$ cat config.mk
export PLATFORM = sky130hd
export DESIGN_NAME = lfcb_top
export DESIGN_NICKNAME = d
export VERILOG_FILES = /design/src/lfcb_pkg.sv /design/src/lfcb_top.sv
export VERILOG_INCLUDE_DIRS = /design/src
export SDC_FILE = /design/constraint.sdc
export NUM_CORES = 1
export LEC_CHECK = 0
export ABC_AREA = 0
export ABC_CLOCK_PERIOD_IN_PS = 3300
export BUFFER_PORTS_ARGS = -buffer_cell sky130_fd_sc_hd__buf_2
export CORE_MARGIN = 8
export CORE_UTILIZATION = 51
export CTS_BUF_LIST = sky130_fd_sc_hd__clkbuf_8
export DETAILED_ROUTE_END_ITERATION = 12
export PLACE_DENSITY = 0.8
export SYNTH_ARGS = -nofsm -noshare
export SYNTH_HDL_FRONTEND = slang
export SYNTH_SLANG_ARGS = --single-unit
$ cat constraint.sdc
create_clock -name aclk -period 3.3 [get_ports aclk]
set_clock_uncertainty 0.05 [all_clocks]
set_input_delay 0.33 -clock aclk [delete_from_list [all_inputs] [get_ports aclk]]
set_output_delay 0.33 -clock aclk [all_outputs]
set_load 0.1 [all_outputs]
$ cat src/lfcb_map.svh
`ifndef LFCB_MAP_SVH
`define LFCB_MAP_SVH

// register indices; byte address is four times the index
`define LFCB_IDX_HIGH_ALPHA_LIN_LO 10'h317
`define LFCB_IDX_HIGH_ALPHA_LIN_HI 10'h318
`define LFCB_IDX_HIGH_ALPHA_EXP 10'h319
`define LFCB_IDX_HIGH_BETA_LIN_LO 10'h31a
`define LFCB_IDX_HIGH_BETA_LIN_HI 10'h31b
`define LFCB_IDX_HIGH_BETA_EXP 10'h31c
`define LFCB_IDX_HIGH_GAMMA_LIN_LO 10'h31d
`define LFCB_IDX_HIGH_GAMMA_LIN_HI 10'h31e
`define LFCB_IDX_HIGH_GAMMA_EXP 10'h31f
`define LFCB_IDX_HIGH_DELTA_LIN_LO 10'h320
`define LFCB_IDX_HIGH_DELTA_LIN_HI 10'h321
`define LFCB_IDX_HIGH_DELTA_EXP 10'h322
`define LFCB_IDX_NORM_ALPHA_LIN_LO 10'h323
`define LFCB_IDX_NORM_ALPHA_LIN_HI 10'h324
`define LFCB_IDX_NORM_ALPHA_EXP 10'h325
`define LFCB_IDX_NORM_BETA_LIN_LO 10'h326
`define LFCB_IDX_NORM_BETA_LIN_HI 10'h327
`define LFCB_IDX_NORM_BETA_EXP 10'h328
`define LFCB_IDX_NORM_GAMMA_LIN_LO 10'h329
`define LFCB_IDX_NORM_GAMMA_LIN_HI 10'h32a
`define LFCB_IDX_NORM_GAMMA_EXP 10'h32b
`define LFCB_IDX_NORM_DELTA_LIN_LO 10'h32c
`define LFCB_IDX_NORM_DELTA_LIN_HI 10'h32d
`define LFCB_IDX_NORM_DELTA_EXP 10'h32e

// bank shape
`define LFCB_IDX_FIRST `LFCB_IDX_HIGH_ALPHA_LIN_LO
`define LFCB_IDX_LAST `LFCB_IDX_NORM_DELTA_EXP
`define LFCB_NUM_REGS 24
`define LFCB_NUM_COEF 8
`define LFCB_REGS_PER_COEF 5'h03

// field layout and reset values
`define LFCB_EXP_RSVD_BIT 7
`define LFCB_EXP_SIGN_BIT 6
`define LFCB_RST_ALPHA_LO 8'h8c
`define LFCB_RST_DEFAULT 8'h00

// bus answers
`define LFCB_RESP_OKAY 2'h0
`define LFCB_RESP_DECERR 2'h3

`endif

$ cat src/lfcb_pkg.sv
`default_nettype none
package lfcb_pkg;

  // position of a byte inside one coefficient
  typedef enum logic [1:0] {
    LFCB_LIN_LO = 2'h0,
    LFCB_LIN_HI = 2'h1,
    LFCB_EXP = 2'h2
  } lfcb_field_type;

  typedef logic signed [7:0] lfcb_exp_type;
  typedef logic [4:0] lfcb_slot_type;

endpackage
`default_nettype wire

$ cat src/lfcb_top.sv
// Implementation choice: the AXI4-Lite interface to the registers.
`timescale 1ns/100ps
`default_nettype none
`include "lfcb_map.svh"

module lfcb_top #(
  parameter int ADDR_W = 12
) (
  // clock and reset
  input wire logic aclk,
  input wire logic aresetn,
  // write address
  input wire logic awvalid,
  output logic awready,
  input wire logic [ADDR_W-1:0] awaddr,
  input wire logic [2:0] awprot,
  // write data
  input wire logic wvalid,
  output logic wready,
  input wire logic [31:0] wdata,
  input wire logic [3:0] wstrb,
  // write response
  output logic bvalid,
  input wire logic bready,
  output logic [1:0] bresp,
  // read address
  input wire logic arvalid,
  output logic arready,
  input wire logic [ADDR_W-1:0] araddr,
  input wire logic [2:0] arprot,
  // read data
  output logic rvalid,
  input wire logic rready,
  output logic [31:0] rdata,
  output logic [1:0] rresp,
  // coefficients to the loop filter, high margin 0..3, normal margin 4..7
  output logic [`LFCB_NUM_COEF-1:0][15:0] coef_lin,
  output logic [`LFCB_NUM_COEF-1:0][7:0] coef_exp
);

  localparam int AW2 = ADDR_W - 2;

  // the index window 0x317..0x32e needs byte address bit 11
  if (ADDR_W < 12 || ADDR_W > 32) begin : g_addr_check
    $error("lfcb_top: ADDR_W must lie in 12..32");
  end

  logic [7:0] bank_reg [0:`LFCB_NUM_REGS-1];
  logic aw_held_reg;
  logic [ADDR_W-1:0] aw_addr_reg;
  logic awready_reg;
  logic w_held_reg;
  logic [31:0] w_data_reg;
  logic [3:0] w_strb_reg;
  logic wready_reg;
  logic bvalid_reg;
  logic [1:0] bresp_reg;
  logic arready_reg;
  logic rvalid_reg;
  logic [31:0] rdata_reg;
  logic [1:0] rresp_reg;
  logic do_write;
  logic wr_hit;
  lfcb_pkg::lfcb_slot_type wr_slot;
  logic rd_hit;
  lfcb_pkg::lfcb_slot_type rd_slot;
  logic [7:0] rd_byte;

  function automatic logic [AW2-1:0] word_index(input logic [ADDR_W-1:0] a);
    return a[ADDR_W-1:2];
  endfunction

  // low two address bits are ignored: every register is one aligned word
  function automatic logic addr_hit(input logic [ADDR_W-1:0] a);
    logic [AW2-1:0] wi;
    wi = word_index(a);
    return (wi >= AW2'(`LFCB_IDX_FIRST)) && (wi <= AW2'(`LFCB_IDX_LAST));
  endfunction

  function automatic lfcb_pkg::lfcb_slot_type addr_slot(input logic [ADDR_W-1:0] a);
    logic [AW2-1:0] wi;
    wi = word_index(a) - AW2'(`LFCB_IDX_FIRST);
    return 5'(wi);
  endfunction

  function automatic lfcb_pkg::lfcb_field_type field_of(input lfcb_pkg::lfcb_slot_type s);
    return lfcb_pkg::lfcb_field_type'(2'(s % `LFCB_REGS_PER_COEF));
  endfunction

  function automatic logic [2:0] coef_of(input lfcb_pkg::lfcb_slot_type s);
    return 3'(s / `LFCB_REGS_PER_COEF);
  endfunction

  // bank slot of one field of coefficient k
  function automatic int slot_of(input int k, input lfcb_pkg::lfcb_field_type f);
    return k * `LFCB_REGS_PER_COEF + int'(f);
  endfunction

  // reserved exponent bit is forced to zero on the way in
  function automatic logic [7:0] store_value(input lfcb_pkg::lfcb_slot_type s, input logic [7:0] d);
    logic [7:0] v;
    v = d;
    if (field_of(s) == lfcb_pkg::LFCB_EXP) begin
      v[`LFCB_EXP_RSVD_BIT] = 1'b0;
    end
    return v;
  endfunction

  // 7-bit two's complement exponent widened with its sign
  function automatic lfcb_pkg::lfcb_exp_type exp_value(input logic [7:0] b);
    return {b[`LFCB_EXP_SIGN_BIT], b[`LFCB_EXP_SIGN_BIT:0]};
  endfunction

  assign wr_hit = addr_hit(aw_addr_reg);
  assign wr_slot = addr_slot(aw_addr_reg);
  assign rd_hit = addr_hit(araddr);
  assign rd_slot = addr_slot(araddr);
  assign rd_byte = rd_hit ? bank_reg[rd_slot] : 8'h00;
  // one write at a time: the response must drain before the next commit
  assign do_write = aw_held_reg && w_held_reg && !bvalid_reg;

  // write address channel
  always_ff @(posedge aclk) begin
    if (!aresetn) begin
      aw_held_reg <= 1'b0;
      aw_addr_reg <= '0;
      awready_reg <= 1'b0;
    end else if (awvalid && awready_reg) begin
      aw_held_reg <= 1'b1;
      aw_addr_reg <= awaddr;
      awready_reg <= 1'b0;
    end else if (do_write) begin
      aw_held_reg <= 1'b0;
    end else if (bvalid_reg && bready) begin
      awready_reg <= 1'b1;
    end else begin
      awready_reg <= !aw_held_reg && !bvalid_reg;
    end
  end

  // write data channel
  always_ff @(posedge aclk) begin
    if (!aresetn) begin
      w_held_reg <= 1'b0;
      w_data_reg <= 32'h0000_0000;
      w_strb_reg <= 4'h0;
      wready_reg <= 1'b0;
    end else if (wvalid && wready_reg) begin
      w_held_reg <= 1'b1;
      w_data_reg <= wdata;
      w_strb_reg <= wstrb;
      wready_reg <= 1'b0;
    end else if (do_write) begin
      w_held_reg <= 1'b0;
    end else if (bvalid_reg && bready) begin
      wready_reg <= 1'b1;
    end else begin
      wready_reg <= !w_held_reg && !bvalid_reg;
    end
  end

  // write response; an unmapped address is refused, not silently dropped
  always_ff @(posedge aclk) begin
    if (!aresetn) begin
      bvalid_reg <= 1'b0;
      bresp_reg <= `LFCB_RESP_OKAY;
    end else if (do_write) begin
      bvalid_reg <= 1'b1;
      bresp_reg <= wr_hit ? `LFCB_RESP_OKAY : `LFCB_RESP_DECERR;
    end else if (bvalid_reg && bready) begin
      bvalid_reg <= 1'b0;
    end
  end

  // coefficient bank; only byte lane 0 carries data
  always_ff @(posedge aclk) begin
    if (!aresetn) begin
      for (int i = 0; i < `LFCB_NUM_REGS; i++) begin
        bank_reg[i] <= (i == 0) ? `LFCB_RST_ALPHA_LO : `LFCB_RST_DEFAULT;
      end
    end else if (do_write && wr_hit && w_strb_reg[0]) begin
      bank_reg[wr_slot] <= store_value(wr_slot, w_data_reg[7:0]);
    end
  end

  // read channel; a read in the same cycle as a commit sees the old byte
  always_ff @(posedge aclk) begin
    if (!aresetn) begin
      arready_reg <= 1'b0;
      rvalid_reg <= 1'b0;
      rdata_reg <= 32'h0000_0000;
      rresp_reg <= `LFCB_RESP_OKAY;
    end else if (arvalid && arready_reg) begin
      arready_reg <= 1'b0;
      rvalid_reg <= 1'b1;
      rdata_reg <= {24'h00_0000, rd_byte};
      rresp_reg <= rd_hit ? `LFCB_RESP_OKAY : `LFCB_RESP_DECERR;
    end else if (rvalid_reg && rready) begin
      rvalid_reg <= 1'b0;
      arready_reg <= 1'b1;
    end else begin
      arready_reg <= !rvalid_reg;
    end
  end

  assign awready = awready_reg;
  assign wready = wready_reg;
  assign bvalid = bvalid_reg;
  assign bresp = bresp_reg;
  assign arready = arready_reg;
  assign rvalid = rvalid_reg;
  assign rdata = rdata_reg;
  assign rresp = rresp_reg;

  // value = coef_lin / 2**16 * 2**coef_exp; the filter does the scaling
  for (genvar k = 0; k < `LFCB_NUM_COEF; k++) begin : g_coef
    assign coef_lin[k] = {bank_reg[slot_of(k, lfcb_pkg::LFCB_LIN_HI)],
      bank_reg[slot_of(k, lfcb_pkg::LFCB_LIN_LO)]};
    assign coef_exp[k] = exp_value(bank_reg[slot_of(k, lfcb_pkg::LFCB_EXP)]);
  end

  // helper logic for the checks below
  logic exp_rsvd_any;
  always_comb begin
    exp_rsvd_any = 1'b0;
    for (int k = 0; k < `LFCB_NUM_COEF; k++) begin
      exp_rsvd_any = exp_rsvd_any | bank_reg[slot_of(k, lfcb_pkg::LFCB_EXP)][`LFCB_EXP_RSVD_BIT];
    end
  end
endmodule
`default_nettype wire

==> flow_summary.ini, run 1 <==
[outcome]
status = finished with violations
violations = setup timing

[sta]
rsz0062_at_grt = true
setup_viol = 32
post-route-period-util = 1.04
post-route-min-period_ps = 3430
finalHoldViolCount = 0
timing.slew.headroom = 0.143
drv_slew = 0
fin_ws_ps = -129
fmax_mhz = 292
tightest_slew_ps = 1280
tns_ps = -3590

[clocking]
cts.sinks = 292
clk_path_buf_depth = 3
htree_levels = 2
root_buffer = clkbuf_8
clock_latency_ps = 550
numCtsBuffers = 48
cts_tree = done
clk_pin_slew_worst_paths_ps = 60

[synthesis]
ys_seq_elements = 292
synth_warnings = 0
yosysTopAreaCellShare = 0.552
synthTopCellsByCount = edfxtp_1 (256), and2_1 (91), buf_4 (90)
synth_edf_count = 256
yosys.area.top_type = edfxtp_1
syn-cell-area_mm2 = 0.0139
ys_types = 54
ys_seq_area_frac = 0.604
yosysMostFrequentCell = edfxtp_1
synth_cells = 977
synth_ff_type = edfxtp_1
ys_top_cells_by_area = edfxtp_1 (55%), mux4_2 (13%), dfxtp_1 (5.2%)
syn-mean-instance-area_um2 = 14.3
synthArstFlopShare = 0

[global_routing]
grt.overflow.total = 0
grt_util_met3 = 0.0610
grt_max_degree = 65
gr-usage-all-layers = 0.227
grt_antenna_before_repair = 3
grt_pass1_vias = 9440
met2_usage = 0.376
grt_pass1_wl_um = 57200
grt_use_met1 = 0.288
grt-busiest-layer = met2

[hold_path]
holdCritStartpoint = rready
hold_class = primary input to register

[place]
post-place-ws_ps = -164
place_congestion = 0.944
dp_hpwl_um = 27300
port_buffers = 244
placed_cells = 1509

[power]
p_leak_nw = 6.85
ir_drop_mv = 0.343
power_mw = 8.88
p_per_area_mw_per_mm2 = 530

[floorplanning]
initial_core_util = 0.518
die_y_um = 181
fp-row-count = 60
pin_count = 306
dieArea_mm2 = 0.0329
die_x_um = 181
coreArea_mm2 = 0.0269

[worst_setup_path]
r2r_start = aw_addr_reg[3]$_SDFFE_PN0P_
cp-startpoint = aw_addr_reg[3]$_SDFFE_PN0P_
cp-start-kind = register
path_class = register to register
arrival_ps = 3660
endpoint_kind = register
required_ps = 3530
crit_fanout = 5

[job]
maxCapViolations = 0

[cells_and_area]
final_core_util = 0.623
largest_reg_flops = 256
syn_to_final_growth_pct = 20.2
drive_gt1_frac = 0.406
nFillCells = 2021
nets = 1323
layout.cells.non_filler = 1619

[drt]
vias_per_cell = 5.68
drc_errors = 0
postRouteAntennaNets = 0
wl_per_cell_um = 23.7
drtIter0Drc = 895
wl_um = 38400
vias = 9190
first_pass_iters = 5
-- worst max-delay path: stages, from the launching register on --
cell and delay [ps]:
dfxtp_4 360, ha_4 170, a21oi_4 150, xnor2_2 150, inv_2 80, ha_4 260, nor2b_4 120, nand4_1 140
o211a_4 210, o21ai_4 170, ha_4 230, nor2b_4 110, o311ai_2 110, a311oi_2 340, a2bb2oi_4 200, buf_6 140
clkbuf_16 150, nor3_2 30
-- per-stage QoR --
step           hold slack, ps  area [µm²]
2_1_floorplan             388       14100
3_3_place_gp              384       15500
3_5_place_dp              388       15500
4_1_cts                  3.63       16600
5_1_grt                  12.3       16700
6_report                 33.6       16700
-- final cells by class --
type,instances,area [µm²],share of cell area
inverter,15,58.8,0.00351
multi-input combinational,539,4780,0.285
clock inverter,37,228,0.0136
timing repair buffer,344,2150,0.128
sequential,292,8420,0.503
clock buffer,50,688,0.0411
antenna,1,2.50,0.000149
tap,341,427,0.0255
-- power by group --
part,internal (mW),switching (mW)
logic,0.424,1.22
clock network,1.64,1.39
registers,4.10,0.0970
total,6.17,2.71
-- cell families (layout without fill, tap and decap cells) --
kind of cell    after synthesis  after routing  share of synthesized area
other cells                   1             25                   0.000269
simple gates                327            327                      0.135
fa+ha+maj                    10             10                    0.00898
mux                          88             88                      0.135
buf+inv                     169            446                     0.0718
compound gates               83             83                     0.0405
xor+xnor                      7              7                    0.00494
flops                       292            292                      0.604
-- timing repair --
action                                 4_1_cts  5_1_grt
hold buffers                                18        0
pin swaps                                    1        5
resized for setup                            0       19
endpoints found under the hold margin       18        0
cloned                                       0        2
setup endpoints to repair                   32       32
buffers inserted                             1        2
-- placed cells by master, fill, tap and decap left out, drive strengths merged, types with 3 or more instances in the layout --
master / netlist / routed
mux4: 80 / 80
conb: 1 / 24
inv: 15 / 29
and3: 85 / 85
buf: 101 / 324
a21oi: 10 / 10
nor2b: 5 / 5
clkbuf: 53 / 52
edfxtp: 256 / 256
nor2: 29 / 29
o211a: 3 / 3
nand2: 67 / 67
and2: 91 / 91
nor3: 29 / 29
o21ai: 36 / 36
a21boi: 20 / 20
nand3: 6 / 6
clkinv: 0 / 20
xnor2: 5 / 5
nand2b: 4 / 4
dfxtp: 36 / 36
a31oi: 3 / 3
mux2i: 8 / 8
bufinv: 0 / 3
dlygate4sd3: 0 / 18
ha: 10 / 10
-- worst paths after layout --
kind	end	slack (ps)	cells after the start
min reg2reg	rdata[6]$_SDFFE_PN0P_	400	2
min	rvalid$_SDFFE_PN0P_	30	3
max reg2reg	bank_reg[16][7]$_SDFFCE_PN0P_	-130	17
max	bank_reg[16][7]$_SDFFCE_PN0P_	-130	17
-- routing by layer --
layer  vias up  share of wire
li1       4066              -
met1      4571           0.38
met2       485           0.49
met3        66           0.10
met4         2          0.024
met5         -        0.00044
Power figures use the tool's default switching activity.
==> run 2: changes to the inputs <==
ABC_AREA = 1   (was 0)
==> flow_summary.ini, run 2 <==
[synthesis]
ys_types = 37
syn-mean-instance-area_um2 = 10.1
synth_ff_type = edfxtp_1
yosys.area.top_type = edfxtp_1
yosysMostFrequentCell = nand2_1
ys_seq_area_frac = 0.611
synth_edf_count = 256
synth.area.mux_share = 0
synthTopCellsByCount = nand2_1 (287), edfxtp_1 (256), nor2_1 (222)
yosys.area_share.simple = 0.179
synth-xor-area-share = 0.00127
synth_top_family_by_area = simple AND/OR/NAND/NOR gates
synth_warnings = 0
ys_top_cells_by_area = edfxtp_1 (56%), nand2_1 (7.8%), nor2_1 (6.1%)
yosys.area_share.adder = 0.00909
synth_compound_area_frac = 0.113
synth_cells = 1364
synthArstFlopShare = 0
syn-cell-area_mm2 = 0.0138
ys_seq_elements = 292
yosysTopAreaCellShare = 0.558

[drt]
top_layer = met4
first_pass_iters = 6
postRouteAntennaNets = 0
met3_length_um = 4740
wl_per_cell_um = 21.5
vias = 11400
wl_met1_um = 15200
drtIter0Drc = 1357
vias_per_cell = 5.81
drc_errors = 0
wl_um = 42000
wl_met2_um = 20300

[clocking]
clk_pin_slew_worst_paths_ps = 60
cts.sinks = 292
htree_levels = 2
clock_latency_ps = 560
numCtsBuffers = 47
clk_path_buf_depth = 3
cts_tree = done
root_buffer = clkbuf_8

[outcome]
status = completed

[sta]
rsz0062_at_grt = false
setup_viol = 0
tightest_slew_ps = 877
fin_ws_ps = 220
tns_ps = 0
post-route-min-period_ps = 3080
post-route-period-util = 0.933
timing.slew.headroom = 0.408
fmax_mhz = 325
finalHoldViolCount = 0
drv_slew = 0

[place]
dp_hpwl_um = 29100
post-place-ws_ps = 171
port_buffers = 244
place_congestion = 0.926

[worst_setup_path]
required_ps = 3570
path_class = register to register
crit_fanout = 8
cp-start-kind = register
arrival_ps = 3350
endpoint_kind = register

[cells_and_area]
drive_gt1_frac = 0.254
syn_to_final_growth_pct = 16.2
mostFrequentLayoutCells = nand2_1 (286), edfxtp_1 (256), buf_2 (243), nor2_1 (222), a21oi_1 (147)
nets = 1665
largest_reg_flops = 256
final_core_util = 0.599
final_common_cell = nand2_1
antenna_cells = 0

[power]
p_per_area_mw_per_mm2 = 556
ir_drop_mv = 0.396
p_leak_nw = 6.54
power_mw = 8.90

[floorplanning]
pin_count = 306
die_y_um = 180
initial_core_util = 0.515
die_x_um = 180
coreArea_mm2 = 0.0267
fp-row-count = 60
dieArea_mm2 = 0.0325

[global_routing]
grt_pass1_wl_um = 62900
grt_pass1_vias = 11200
grt_antenna_before_repair = 0
grt_max_degree = 129
gr-usage-all-layers = 0.246
grt.overflow.total = 0

[hold_path]
hold_class = primary input to register

[job]
maxCapViolations = 0
run 2: layout make-up:
| class | count | area (µm²) |
|---|---|---|
| Timing Repair Buffer | 311 | 1840 |
| Tap cell | 341 | 427 |
| Fill cell | 2170 | 10700 |
| Inverter | 53 | 200 |
| Multi-Input combinational cell | 877 | 4280 |
| Clock inverter | 34 | 181 |
| Sequential cell | 292 | 8410 |
| Clock buffer | 48 | 661 |
run 2: worst max-delay path, cell delays in order, from the launching register on:
cell and delay (ps):
dfxtp_1 310, ha_1 230, nand2_1 90, nand3_1 130
nand2_4 130, ha_2 200, inv_1 60, nand2_1 80
nand2_2 80, nand2_2 80, nand2_2 70, nand3_1 100
inv_1 50, ha_1 190, nand3b_1 160, nand2_1 70
nand3_1 60, nand2_1 80, nand2_2 70, nor2_2 90
nor2_2 50, nand2_4 170, clkbuf_16 220, nor2_4 30
run 2: power by group:
part | leakage, nW | internal (mW) | total [mW] | switching (mW)
Clock | 0.490 | 1.44 | 2.85 | 1.41
Combinational | 3.19 | 0.352 | 1.84 | 1.49
Sequential | 2.85 | 4.12 | 4.21 | 0.0874
Total | 6.54 | 5.91 | 8.90 | 2.99
run 2: timing repair:
action	CTS	global route
buffers inserted	0	4
gates resized for setup	0	4
setup endpoints to repair	0	21
hold endpoints to repair	9	0
hold buffers	9	0
run 2: through the flow:
step           hold WS (ps)  cell area [µm²]  instances
3_3_place_gp            407            15000       1860
4_1_cts                2.81            15900       1951
2_1_floorplan           398            13900       1387
6_report               24.3            16000       1956
5_1_grt                64.7            16000       1956
3_5_place_dp            414            15000       1860
run 2: logic make-up (layout without fill, tap and decap cells):
group / Yosys count / after routing
AO/OA/AOI/OAI: 260 / 260
XOR/XNOR: 2 / 2
adder cells (fa/ha/maj): 10 / 10
buffers and inverters: 218 / 446
flip-flops: 292 / 292
other: 1 / 24
AND/OR/NAND/NOR: 581 / 581
run 2: path summary, 6_finish.rpt:
check	from	end	slack [ps]	cells after the start
setup / recovery	aw_addr_reg[2]$_SDFFE_PN0P_	bank_reg[7][7]$_SDFFCE_PN0P_	220	23
hold / removal	awaddr[2]	aw_addr_reg[2]$_SDFFE_PN0P_	20	3
setup reg to reg	aw_addr_reg[2]$_SDFFE_PN0P_	bank_reg[7][7]$_SDFFCE_PN0P_	220	23
hold reg to reg	aw_held_reg$_SDFFE_PN0P_	aw_held_reg$_SDFFE_PN0P_	430	2
run 2: metal layers:
metal,global-route usage,vias up
li1,-,5038
met1,0.296,5384
met2,0.418,802
met3,0.0589,131
met4,0.106,0
met5,0,-
